==> config.mk <==
export PLATFORM = sky130hd
export DESIGN_NAME = external_pin_interrupt_logic
export DESIGN_NICKNAME = d
export VERILOG_FILES = /design/src/hdl/pin_irq_pkg.sv /design/src/hdl/pin_sync.sv /design/src/hdl/external_pin_interrupt_logic.sv
export SDC_FILE = /design/constraint.sdc
export NUM_CORES = 1
export LEC_CHECK = 0
export CAP_MARGIN = 0
export CELL_PAD_IN_SITES_DETAIL_PLACEMENT = 1
export CELL_PAD_IN_SITES_GLOBAL_PLACEMENT = 1
export CORE_ASPECT_RATIO = 1.75
export CORE_MARGIN = 2
export CORE_UTILIZATION = 51
export DETAILED_ROUTE_END_ITERATION = 10
export DONT_BUFFER_PORTS = 1
export GPL_TIMING_DRIVEN = 0
export PLACE_DENSITY = 0.94
export SETUP_SLACK_MARGIN = 0.15
export SYNTH_ARGS = -nofsm -noshare
export SYNTH_HDL_FRONTEND = slang
export SYNTH_HIERARCHICAL = 1
export SYNTH_SLANG_ARGS = --single-unit
==> constraint.sdc <==
create_clock -name clk -period 4.7 [get_ports clk]
set_input_delay 1.41 -clock clk [delete_from_list [all_inputs] [get_ports clk]]
set_output_delay 1.41 -clock clk [all_outputs]
set_load 0.1 [all_outputs]
==> src/hdl/pin_irq_pkg.sv <==
// Constants for the external pin interrupt logic
`default_nettype none
package pin_irq_pkg;
    localparam int          ADDR_W        = 8;
    // Register byte offsets
    localparam logic [7:0]  OFS_FLAG      = 8'h00;
    localparam logic [7:0]  OFS_ENABLE    = 8'h04;
    localparam logic [7:0]  OFS_BUSCTL    = 8'h08;
    localparam logic [7:0]  OFS_TIMCTL    = 8'h0C;
    localparam logic [7:0]  OFS_CAPTURE   = 8'h10;
    // Pin / flag bit positions (same layout in flag and enable registers)
    localparam int          BIT_RISE_A    = 0;
    localparam int          BIT_RISE_B    = 1;
    localparam int          BIT_FALL_A    = 2;
    localparam int          BIT_CAPTURE   = 3;
    localparam int          BIT_FALL_B    = 4;
    localparam int          BIT_FALL_C    = 5;
    localparam int          BIT_NONMASK   = 6;
    localparam int          BIT_LEVEL     = 7;
    localparam int          PIN_CNT       = 8;
    // Control bit positions
    localparam int          BIT_ABORT_EN  = 5;
    localparam int          BIT_NMI_EN    = 6;
    localparam int          BIT_SEL_LO    = 2;
    localparam int          BIT_SEL_HI    = 3;
    // Reset values
    localparam logic [7:0]  RST_FLAG      = 8'h00;
    localparam logic [7:0]  RST_ENABLE    = 8'h00;
    localparam logic [7:0]  RST_BUSCTL    = 8'h00;
    localparam logic [7:0]  RST_TIMCTL    = 8'h00;
    localparam logic [15:0] RST_CAPTURE   = 16'h0000;
    localparam logic [7:0]  PIN_IDLE      = 8'hFF;
endpackage : pin_irq_pkg
`default_nettype wire

==> src/hdl/pin_sync.sv <==
// Three-stage pin synchroniser with agreement filter and edge pulses
`default_nettype none
module pin_sync import pin_irq_pkg::*; #(
    parameter int         W     = 8,
    parameter logic [7:0] IDLE  = PIN_IDLE
) (
    input  wire logic         clk,
    input  wire logic         sys_rst,
    input  wire logic [W-1:0] pin,
    output logic      [W-1:0] lvl,
    output logic      [W-1:0] rise,
    output logic      [W-1:0] fall
);
    logic [W-1:0] s1_q;
    logic [W-1:0] s2_q;
    logic [W-1:0] s3_q;

    for (genvar i = 0; i < W; i++) begin : g_bit
        always_ff @(posedge clk) begin
            if (sys_rst) begin
                s1_q[i] <= IDLE[i];
                s2_q[i] <= IDLE[i];
                s3_q[i] <= IDLE[i];
                lvl[i]  <= IDLE[i];
                rise[i] <= 1'b0;
                fall[i] <= 1'b0;
            end else begin
                s1_q[i] <= pin[i];
                s2_q[i] <= s1_q[i];
                s3_q[i] <= s2_q[i];
                // Only an agreed value moves the level; one-cycle glitches die here
                if (s2_q[i] == s3_q[i]) begin
                    lvl[i] <= s3_q[i];
                end
                rise[i] <= (s2_q[i] == s3_q[i]) && s3_q[i] && !lvl[i];
                fall[i] <= (s2_q[i] == s3_q[i]) && !s3_q[i] && lvl[i];
            end
        end
    end
endmodule : pin_sync
`default_nettype wire

==> src/hdl/external_pin_interrupt_logic.sv <==
// External pin interrupt logic with APB register access
// Functional notes
// Rising edge on rise pins sets flag
// Falling edge on rise pins ignored
// Falling edge on fall pins sets flag
// Rising edge on fall pins ignored
// Request needs enable set, disable flag clear
// Level pin low shows in flag bit7
// Level request needs enable bit7, disable clear
// Level request not latched, follows pin
// Nonmask enable: every falling edge interrupts
// Nonmask request ignores interrupt disable flag
// Abort enable bit arms abort function
// Both enables: both functions active together
// Selected capture edge copies timer counter
// Each capture sets edge flag bit3
// Edge flags sticky until software clears
//
// The register offsets and the APB interface to the registers were left to the implementer.
`default_nettype none
module external_pin_interrupt_logic import pin_irq_pkg::*; #(
    parameter int CNT_W = 16
) (
    input  wire logic              clk,
    input  wire logic              sys_rst,
    input  wire logic              psel,
    input  wire logic              penable,
    input  wire logic              pwrite,
    input  wire logic [ADDR_W-1:0] paddr,
    input  wire logic [31:0]       pwdata,
    output logic      [31:0]       prdata,
    output logic                   pready,
    output logic                   pslverr,
    input  wire logic              rise_irq_in_a,
    input  wire logic              rise_irq_in_b,
    input  wire logic              fall_irq_in_a,
    input  wire logic              fall_irq_in_b,
    input  wire logic              fall_irq_in_c,
    input  wire logic              level_irq_n,
    input  wire logic              nonmask_irq_n,
    input  wire logic              capture_in,
    input  wire logic [CNT_W-1:0]  timer_seven_count,
    input  wire logic              cpu_irq_disable,
    output logic                   irq,
    output logic                   cpu_irq,
    output logic                   nmi_req,
    output logic                   abort_req_n
);
    logic [PIN_CNT-1:0] pins;
    logic [PIN_CNT-1:0] lvl;
    logic [PIN_CNT-1:0] rise;
    logic [PIN_CNT-1:0] fall;
    logic [6:0]         flag_q;
    logic [6:0]         flag_d;
    logic [6:0]         flag_set;
    logic [6:0]         flag_clr;
    logic [7:0]         en_q;
    logic [7:0]         busctl_q;
    logic [7:0]         timctl_q;
    logic [CNT_W-1:0]   cap_q;
    logic [7:0]         irq_status;
    logic               nm_en;
    logic               abort_en;
    logic               cap_evt;
    logic               wr_en;
    logic               rd_setup;
    logic               addr_ok;
    logic [31:0]        rd_d;

    assign pins[BIT_RISE_A]  = rise_irq_in_a;
    assign pins[BIT_RISE_B]  = rise_irq_in_b;
    assign pins[BIT_FALL_A]  = fall_irq_in_a;
    assign pins[BIT_CAPTURE] = capture_in;
    assign pins[BIT_FALL_B]  = fall_irq_in_b;
    assign pins[BIT_FALL_C]  = fall_irq_in_c;
    assign pins[BIT_NONMASK] = nonmask_irq_n;
    assign pins[BIT_LEVEL]   = level_irq_n;

    pin_sync #(
        .W    (PIN_CNT),
        .IDLE (PIN_IDLE)
    ) u_sync (
        .clk     (clk),
        .sys_rst (sys_rst),
        .pin     (pins),
        .lvl     (lvl),
        .rise    (rise),
        .fall    (fall)
    );

    assign nm_en    = busctl_q[BIT_NMI_EN];
    assign abort_en = busctl_q[BIT_ABORT_EN];
    // Both edges selected means capture on each edge
    assign cap_evt  = (timctl_q[BIT_SEL_LO] && rise[BIT_CAPTURE])
                   || (timctl_q[BIT_SEL_HI] && fall[BIT_CAPTURE]);

    // APB decode; slave never waits
    assign pready   = 1'b1;
    assign wr_en    = psel && penable && pwrite;
    assign rd_setup = psel && !penable && !pwrite;
    always_comb begin
        addr_ok = (paddr == OFS_FLAG) || (paddr == OFS_ENABLE) || (paddr == OFS_BUSCTL)
               || (paddr == OFS_TIMCTL) || (paddr == OFS_CAPTURE);
    end
    assign pslverr  = psel && penable && !addr_ok;

    // Edge flag sources
    always_comb begin
        flag_set              = 7'h00;
        flag_set[BIT_RISE_A]  = rise[BIT_RISE_A];
        flag_set[BIT_RISE_B]  = rise[BIT_RISE_B];
        flag_set[BIT_FALL_A]  = fall[BIT_FALL_A];
        flag_set[BIT_FALL_B]  = fall[BIT_FALL_B];
        flag_set[BIT_FALL_C]  = fall[BIT_FALL_C];
        flag_set[BIT_CAPTURE] = cap_evt;
        flag_set[BIT_NONMASK] = fall[BIT_NONMASK] && nm_en;
    end

    always_comb begin
        flag_clr = 7'h00;
        if (wr_en && paddr == OFS_FLAG) begin
            flag_clr = pwdata[6:0];
        end
        // Set beats clear so an edge in the clearing cycle survives
        flag_d = (flag_q & ~flag_clr) | flag_set;
    end

    always_ff @(posedge clk) begin
        if (sys_rst) begin
            flag_q <= RST_FLAG[6:0];
        end else begin
            flag_q <= flag_d;
        end
    end

    // Bit7 is live from the pin, never stored
    assign irq_status = {!lvl[BIT_LEVEL], flag_q};

    always_ff @(posedge clk) begin
        if (sys_rst) begin
            en_q     <= RST_ENABLE;
            busctl_q <= RST_BUSCTL;
            timctl_q <= RST_TIMCTL;
        end else if (wr_en) begin
            if (paddr == OFS_ENABLE) begin
                en_q <= pwdata[7:0];
            end
            if (paddr == OFS_BUSCTL) begin
                busctl_q <= pwdata[7:0];
            end
            if (paddr == OFS_TIMCTL) begin
                timctl_q <= pwdata[7:0];
            end
        end
    end

    always_ff @(posedge clk) begin
        if (sys_rst) begin
            cap_q <= RST_CAPTURE[CNT_W-1:0];
        end else if (cap_evt) begin
            cap_q <= timer_seven_count;
        end
    end

    // Interrupt outputs
    always_ff @(posedge clk) begin
        if (sys_rst) begin
            irq     <= 1'b0;
            cpu_irq <= 1'b0;
        end else begin
            irq     <= |(irq_status & en_q);
            cpu_irq <= |(irq_status & en_q) && !cpu_irq_disable;
        end
    end

    // Nonmask and abort share one pin; both may run at once
    always_ff @(posedge clk) begin
        if (sys_rst) begin
            nmi_req     <= 1'b0;
            abort_req_n <= 1'b1;
        end else begin
            nmi_req     <= fall[BIT_NONMASK] && nm_en;
            abort_req_n <= !(abort_en && !lvl[BIT_NONMASK]);
        end
    end

    // Read data is captured in setup so it is from flip-flops in access
    always_comb begin
        rd_d = 32'h0000_0000;
        unique case (paddr)
            OFS_FLAG:    rd_d[7:0] = irq_status;
            OFS_ENABLE:  rd_d[7:0] = en_q;
            OFS_BUSCTL:  rd_d[7:0] = busctl_q;
            OFS_TIMCTL:  rd_d[7:0] = timctl_q;
            OFS_CAPTURE: rd_d[CNT_W-1:0] = cap_q;
            default:     rd_d = 32'h0000_0000;
        endcase
    end

    always_ff @(posedge clk) begin
        if (sys_rst) begin
            prdata <= 32'h0000_0000;
        end else if (rd_setup) begin
            prdata <= rd_d;
        end
    end
endmodule : external_pin_interrupt_logic
`default_nettype wire

==> impl_summary.txt, run 1 <==
----------------------------------------------------
[Run status]
  Run status ... complete, no violations

[Critical path]
  Worst path arrival time ... just over 3 ns
  Worst path slowest cell ... a21oi_2
  Delay-heaviest family, CP ... compound AO/OA/AOI/OAI gates
  Crit path capture type ... output pin
  Count of buffer and inverter cells on the critical path ... 1
  Critical-path maximum fanout ... 10
  Required time worst endpoint ... around 3.3 ns
  Chain of cells forming the critical path ... clkbuf_1, o21ai_0, a21oi_2
  Crit path launch type ... input port
  Worst Path Class, Setup ... input port to output pin
  Max stage delay on crit path ... around 0.93 ns
  Setup slack, reg-to-reg ... between 2 and 3 ns

[Power]
  Power after layout ... roughly 0.0018 W
  Psw ... 0.000458 W
  Leakage ... about 2.1 nW
  Internal Power ... approximately 0.0013 W
  Sequential fraction of design power ... a little over half
  Proportion of power drawn by the clock network ... between 30 and 40%
  Fraction of power spent switching nets ... between 20% and 30%
  Combinational Power Share ... 7.9%
  Pwr Density ... between 300 and 400 nW/um^2
  Peak supply drop ... ~0.00022 V

[STA]
  Unrepaired setup endpoints after global routing ... no
  Count of pins over their slew limit ... 0
  Final critical-path required period ... roughly 4.4 ns
  Slew of the pin with the lowest slew margin ... 1.19 ns
  Clock Skews ... approximately 0.01 ns
  Worst slew slack as a fraction of its limit ... 21.0%
  Final setup violation count ... 0
  Period Utilization, post-route ... 94.4%
  Max Clock Freq ... around 230 MHz
  Setup TNS ... 0 ns
  Fin. Hold Viols ... 0

[Layout]
  Final Cell Area ... between 4000 and 5000 sq um
  Number of nets at the end of the flow ... 540
  Register area ... between 2000 and 2500 sq um
  Combined area of the multi-input logic cells ... approximately 1800 sq um
  Layout cell share with drive strength beyond 1 ... between 10% and 20%
  Fillers ... a little over 900
  Antenna cells ... 0
  Area growth syn-to-layout ... 10.3%

[Die]
  Initial Util ... 51.9%
  I/O Pins ... roughly 110
  Die Outline Area ... 9060 sq um
  Height of the chip ... approximately 120 um
  Die Span X ... around 73 um
  Number of core rows ... between 40 and 50
  Placeable core region ... 8150 sq um

[Drt]
  DR vias ... around 3200
  Via density per instance ... about 5.7
  First-pass iteration count of the detailed router ... 4
  Final Routed Wirelength ... about 11 mm
  Count of nets left with antenna violations after detail routing ... 0
  Remaining design rule violation count ... 0
  Final routed wire length divided by cell count ... around 19 um
  Iter 0 DRT Violations ... 222

[Clock network]
  Clock latency on the worst-skew pair ... 0.35 ns
  TritonCTS clock tree ... done
  Sinks on the clock net ... between 100 and 150
  Num CTS Buffers ... 9
  Reg clk slew, reported paths ... roughly 0.06 ns
  Post-CTS Repair Setup Buffers ... 0
  Number of buffers between clock root and the deepest sink ... 2
  CTS-repair resized insts ... 0
  CTS root buffer ... clkbuf_16
  H-tree levels ... 3
  Hold-fix buffers, CTS ... 0

[Placement]
  Area of placed instances ... 4400 sq um
  IO Port Bufs ... 0
  Routability congestion estimate from global placement ... between 0.9 and 1
  Post-detail-place hpwl ... 7.94 mm

[Logic synthesis]
  Synthesis Warnings ... 6
  Synthesized netlist cell count ... approximately 430
  Combined area of all synthesized cells ... ~4200 sq um
  Mean area per synthesized cell ... slightly below 10 sq um

[Global route]
  Sum of overflow across all layers after global routing ... 0
  Number of antenna violations at the first check in global routing ... 0
  Pin count of the biggest net entering global routing ... 16
  Vias in the first global route ... between 3000 and 4000
  GRT Total Usage ... 25.1%
  Wire length of the first global-routing pass ... roughly 17 mm

[Min path]
  Class of the most critical hold timing path ... register to register

[Run]
  Number of maximum-capacitance violations ... 0

----------------------------------------------------
[area by class of cell]
type / count / area share, %
well taps: 92 / 2.47
clock inverters: 2 / 0.295
clock buffers: 12 / 5.29
multi-input cells: 283 / 39.5
inverters: 20 / 1.61
plain buffers: 38 / 4.86
flip-flops and latches: 107 / 45.9
[cells in the final DEF (no fill, tap or decap), drive strengths merged, types with 2 or more instances in the layout]
master / instances
o211ai: 8
a21oi: 25
nor4: 2
a22o: 9
dfxtp: 107
nor2: 35
inv: 20
clkinv: 2
conb: 17
clkbuf: 26
nand4: 2
nand2: 52
buf: 24
a22oi: 21
o21ai: 11
and2: 2
and3: 7
or2: 16
nor3b: 4
ha: 11
o21a: 5
mux2i: 24
nor2b: 3
a21boi: 5
mux2: 15
[worst register-to-register path, cell delays in order (launching register included)]
cell      delay [ns]
dfxtp_1         0.34
a22oi_1         0.71
clkbuf_1        0.44
nand2_1         0.12
a21oi_1         0.17
[registers in the layout, indices dropped and copies added, names as in the netlist, 3 cells and up]
register     count
prdata          16
en_q             8
u_sync/s3_q      8
cap_q           16
u_sync/rise      3
u_sync/s1_q      8
u_sync/lvl       8
timctl_q         8
flag_q           7
u_sync/fall      5
busctl_q         8
u_sync/s2_q      8
[per-layer routing]
metal | global-route usage [%] | wire (um)
met3 | 4.21 | 467
met5 | 0 | 0
met2 | 47.0 | 6160
met4 | 21.7 | 621
met1 | 21.0 | 3440
[through the flow]
step / cells / setup slack, ns / hold WS [ns] / utilization, %
4_1_cts: 554 / 0.247 / 0.414 / 57.2
6_report: 554 / 0.265 / 0.411 / 57.2
3_3_place_gp: 540 / 0.277 / 0.391 / 54.0
3_5_place_dp: 540 / 0.258 / 0.399 / 54.0
5_1_grt: 554 / 0.200 / 0.423 / 57.2
2_1_floorplan: 448 / 0.529 / 0.368 / -
[worst paths after layout]
check / start / end / cells after the start
max reg2reg: timctl_q[2]$_SDFFE_PP0P_ / cap_q[1]$_SDFFE_PP0P_ / 4
min reg2reg: u_sync/s1_q[5]$_SDFF_PP1_ / u_sync/s2_q[5]$_SDFF_PP1_ / 1
max: paddr[4] / pslverr / 3
min: u_sync/s1_q[5]$_SDFF_PP1_ / u_sync/s2_q[5]$_SDFF_PP1_ / 1
[power by group through the flow]
stage	sequential [W]	combinational (W)	clock (W)
3_3_place_gp	0.000974	0.000134	0
3_5_place_dp	0.000975	0.000139	0
5_1_grt	0.000956	0.000149	0.000734
2_1_floorplan	0.000972	0.000122	0
4_1_cts	0.000955	0.000140	0.000700
6_report	0.000955	0.000140	0.000688
Note: power is estimated with default switching activity, not from simulation.
==> run 2, diff against run 1 <==
CORE_UTILIZATION = 43   (was 51)
PLACE_DENSITY = 0.86   (was 0.94)
clock period = 3.7 ns   (was 4.7 ns; I/O delays follow)
==> run 2 against run 1 <==
Effect of this change:
- worst hold slack lost 0.0027 ns
- sequential share of layout area down 0.98 points
- global-route usage decreased by 5.2 points
- cell count rose by 5.6%
- final area rose by 2.2%
- utilization shrank 7.2 points
- register-to-register slack got worse by 0.88 ns
- largest cell class unchanged
- sequential power is 27% higher
- sequential cell count unchanged
- wire length shrank 5.9%
- clock skew down 0.0034 ns
- critical path type unchanged
- clock-buffer cell count rose by 2
==> impl_summary.txt, run 2 (same netlist as run 1, synthesis figures left out) <==
----------------------------------------------------
[Run status]
  Run status ... complete, no violations

[Power]
  Internal Power ... 0.00181 W (+37%)
  Leakage ... 2.10 nW (+1.6%)
  Sequential fraction of design power ... 51.0% (-2.5 points)
  Fraction of power spent switching nets ... 23.8% (-1.9 points)
  Psw ... 0.000565 W (+23%)
  Proportion of power drawn by the clock network ... 41.5% (+2.9 points)
  Combinational Power Share ... 7.5% (-0.4 points)
  Peak supply drop ... 0.000263 V (+22%)
  Pwr Density ... 499 nW/um^2 (+30%)

[STA]
  Worst slew slack as a fraction of its limit ... 32.4% (+11 points)
  Unrepaired setup endpoints after global routing ... no
  Setup TNS ... 0 ns (unchanged)
  Final Worst Setup Slack ... 0.332 ns (+0.0669 ns)
  Final setup violation count ... 0 (unchanged)
  Count of pins over their slew limit ... 0 (unchanged)
  Fin. Hold Viols ... 0 (unchanged)
  Slew of the pin with the lowest slew margin ... 1.01 ns (-0.173 ns)
  Max Clock Freq ... approximately 300 MHz
  Hold Worst Slack ... 0.408 ns (-0.00269 ns)
  Period Utilization, post-route ... 91.0%
  Final critical-path required period ... between 3 and 4 ns
  Clock Skews ... 0.00682 ns (-0.00337 ns)

[Layout]
  Number of nets at the end of the flow ... 540 (unchanged)
  Layout cell share with drive strength beyond 1 ... 17.3% (+0.83 points)
  Most used cells in the layout excluding fill and tap cells ... dfxtp_1 (107), nand2_1 (52), nor2_1 (35), a21oi_1 (24), mux2i_1 (24)
  Area growth syn-to-layout ... 12.7%
  Commonest non-fill, non-tap cell in the layout ... dfxtp_1
  Final Cell Area ... 4760 sq um (+2.2%)
  Fraction of the core area covered by cells at the end of the flow ... 50.0% (-7.2 points)
  Fillers ... 1104 (+18%)
  Antenna cells ... 0 (unchanged)
  Biggest regs ... cap_q x16, prdata x16

[Clock network]
  Number of buffers between clock root and the deepest sink ... 2 (unchanged)
  H-tree levels ... 3 (unchanged)
  Num CTS Buffers ... 9 (unchanged)
  TritonCTS clock tree ... done
  CTS root buffer ... clkbuf_16
  Sinks on the clock net ... 107 (unchanged)
  Reg clk slew, reported paths ... 0.06 ns (about the same)
  Post-CTS Repair Setup Buffers ... 0 (unchanged)
  Clock latency on the worst-skew pair ... 0.34 ns (about the same)

[Placement]
  Minimum setup slack after placement ... 0.0266 ns (-0.232 ns)
  Post-detail-place hpwl ... 7.64 mm (-3.8%)
  IO Port Bufs ... 0 (unchanged)
  Routability congestion estimate from global placement ... 0.875 (-2.8%)
  Area of placed instances ... 4450 sq um (+1.0%)

[Die]
  Die Outline Area ... 10700 sq um (+18%)
  Die Span X ... 79.0 um (+8.4%)
  Initial Util ... 44.4% (-7.5 points)
  Height of the chip ... 135 um (+8.6%)
  Placeable core region ... 9530 sq um (+17%)
  I/O Pins ... 108 (unchanged)
  Number of core rows ... 47 (+6.8%)

[Critical path]
  Crit path launch type ... input port
  Required time worst endpoint ... 2.59 ns (-0.70 ns)
  Worst path arrival time ... 2.26 ns (-0.76 ns)
  Critical-path maximum fanout ... 10 (unchanged)
  Crit path capture type ... output pin
  Worst Path Class, Setup ... input port to output pin

[Drt]
  Remaining design rule violation count ... 0 (unchanged)
  DR vias ... 3083 (-3.1%)
  Final routed wire length divided by cell count ... 17.2 um (-11%)
  Via density per instance ... 5.27 (-8.2%)
  First-pass iteration count of the detailed router ... 4 (unchanged)
  Count of nets left with antenna violations after detail routing ... 0 (unchanged)
  Final Routed Wirelength ... 10.1 mm (-5.9%)
  Iter 0 DRT Violations ... 141 (-36%)

[Global route]
  Number of antenna violations at the first check in global routing ... 0 (unchanged)
  GRT Total Usage ... 19.9% (-5.2 points)
  Sum of overflow across all layers after global routing ... 0 (unchanged)
  Wire length of the first global-routing pass ... 16.1 mm (-5.8%)
  Pin count of the biggest net entering global routing ... 16 (unchanged)
  Vias in the first global route ... 3273 (-8.6%)

[Min path]
  Class of the most critical hold timing path ... register to register

[Run]
  Number of maximum-capacitance violations ... 0 (unchanged)

----------------------------------------------------
==> run 2: layout make-up <==
| class | count | area, sq um | area share [%] |
|---|---|---|---|
| Tap cell | 122 | 153 | 3.20 |
| Multi-Input combinational cell | 283 | 1850 | 38.9 |
| Sequential cell | 107 | 2140 | 45.0 |
| Clock buffer | 14 | 284 | 5.96 |
| Clock inverter | 1 | 30.0 | 0.630 |
| Inverter | 20 | 75.1 | 1.58 |
| Buffer | 38 | 229 | 4.81 |
==> run 2: final timing paths <==
check / start / endpoint / slack [ns] / cells past startpoint
max: paddr[4] / pslverr / 0.33 / 3
min: u_sync/s1_q[3]$_SDFF_PP1_ / u_sync/s2_q[3]$_SDFF_PP1_ / 0.41 / 1
max reg2reg: timctl_q[2]$_SDFFE_PP0P_ / cap_q[15]$_SDFFE_PP0P_ / 1.97 / 4
min reg2reg: u_sync/s1_q[3]$_SDFF_PP1_ / u_sync/s2_q[3]$_SDFF_PP1_ / 0.41 / 1
==> run 2: metal layers <==
metal	vias up	track usage, %	wire, um	part of all wire (%)
li1	1485	-	-	-
met1	1492	18.5	3450	34
met2	79	38.9	5700	57
met3	27	5.20	525	5.2
met4	0	9.58	379	3.8
met5	-	0	0	0
==> run 2: critical path, cell delays in order <==
cell	delay, ns
clkbuf_2	0.26
o21ai_0	0.25
a21oi_4	0.64
==> run 2: what timing repair did <==
action                                  4_1_cts  5_1_grt
pin swaps                                     1        1
endpoints found under the setup margin        1        1
hold buffers                                  0        0
cloned                                        0        0
gates resized for setup                       1        2
==> run 2: power by group through the flow <==
stage	clock [W]	combinational, W	sequential [W]
2_1_floorplan	0	0.000156	0.00123
3_3_place_gp	0	0.000172	0.00124
3_5_place_dp	0	0.000177	0.00124
4_1_cts	0.00101	0.000179	0.00121
5_1_grt	0.00106	0.000190	0.00121
6_report	0.000986	0.000178	0.00121
==> run 2: metrics by stage <==
stage	power (W)	cells
floorplan	0.00139	448
global placement	0.00141	570
detailed placement	0.00142	570
CTS	0.00240	585
global route	0.00247	585
finish	0.00238	585
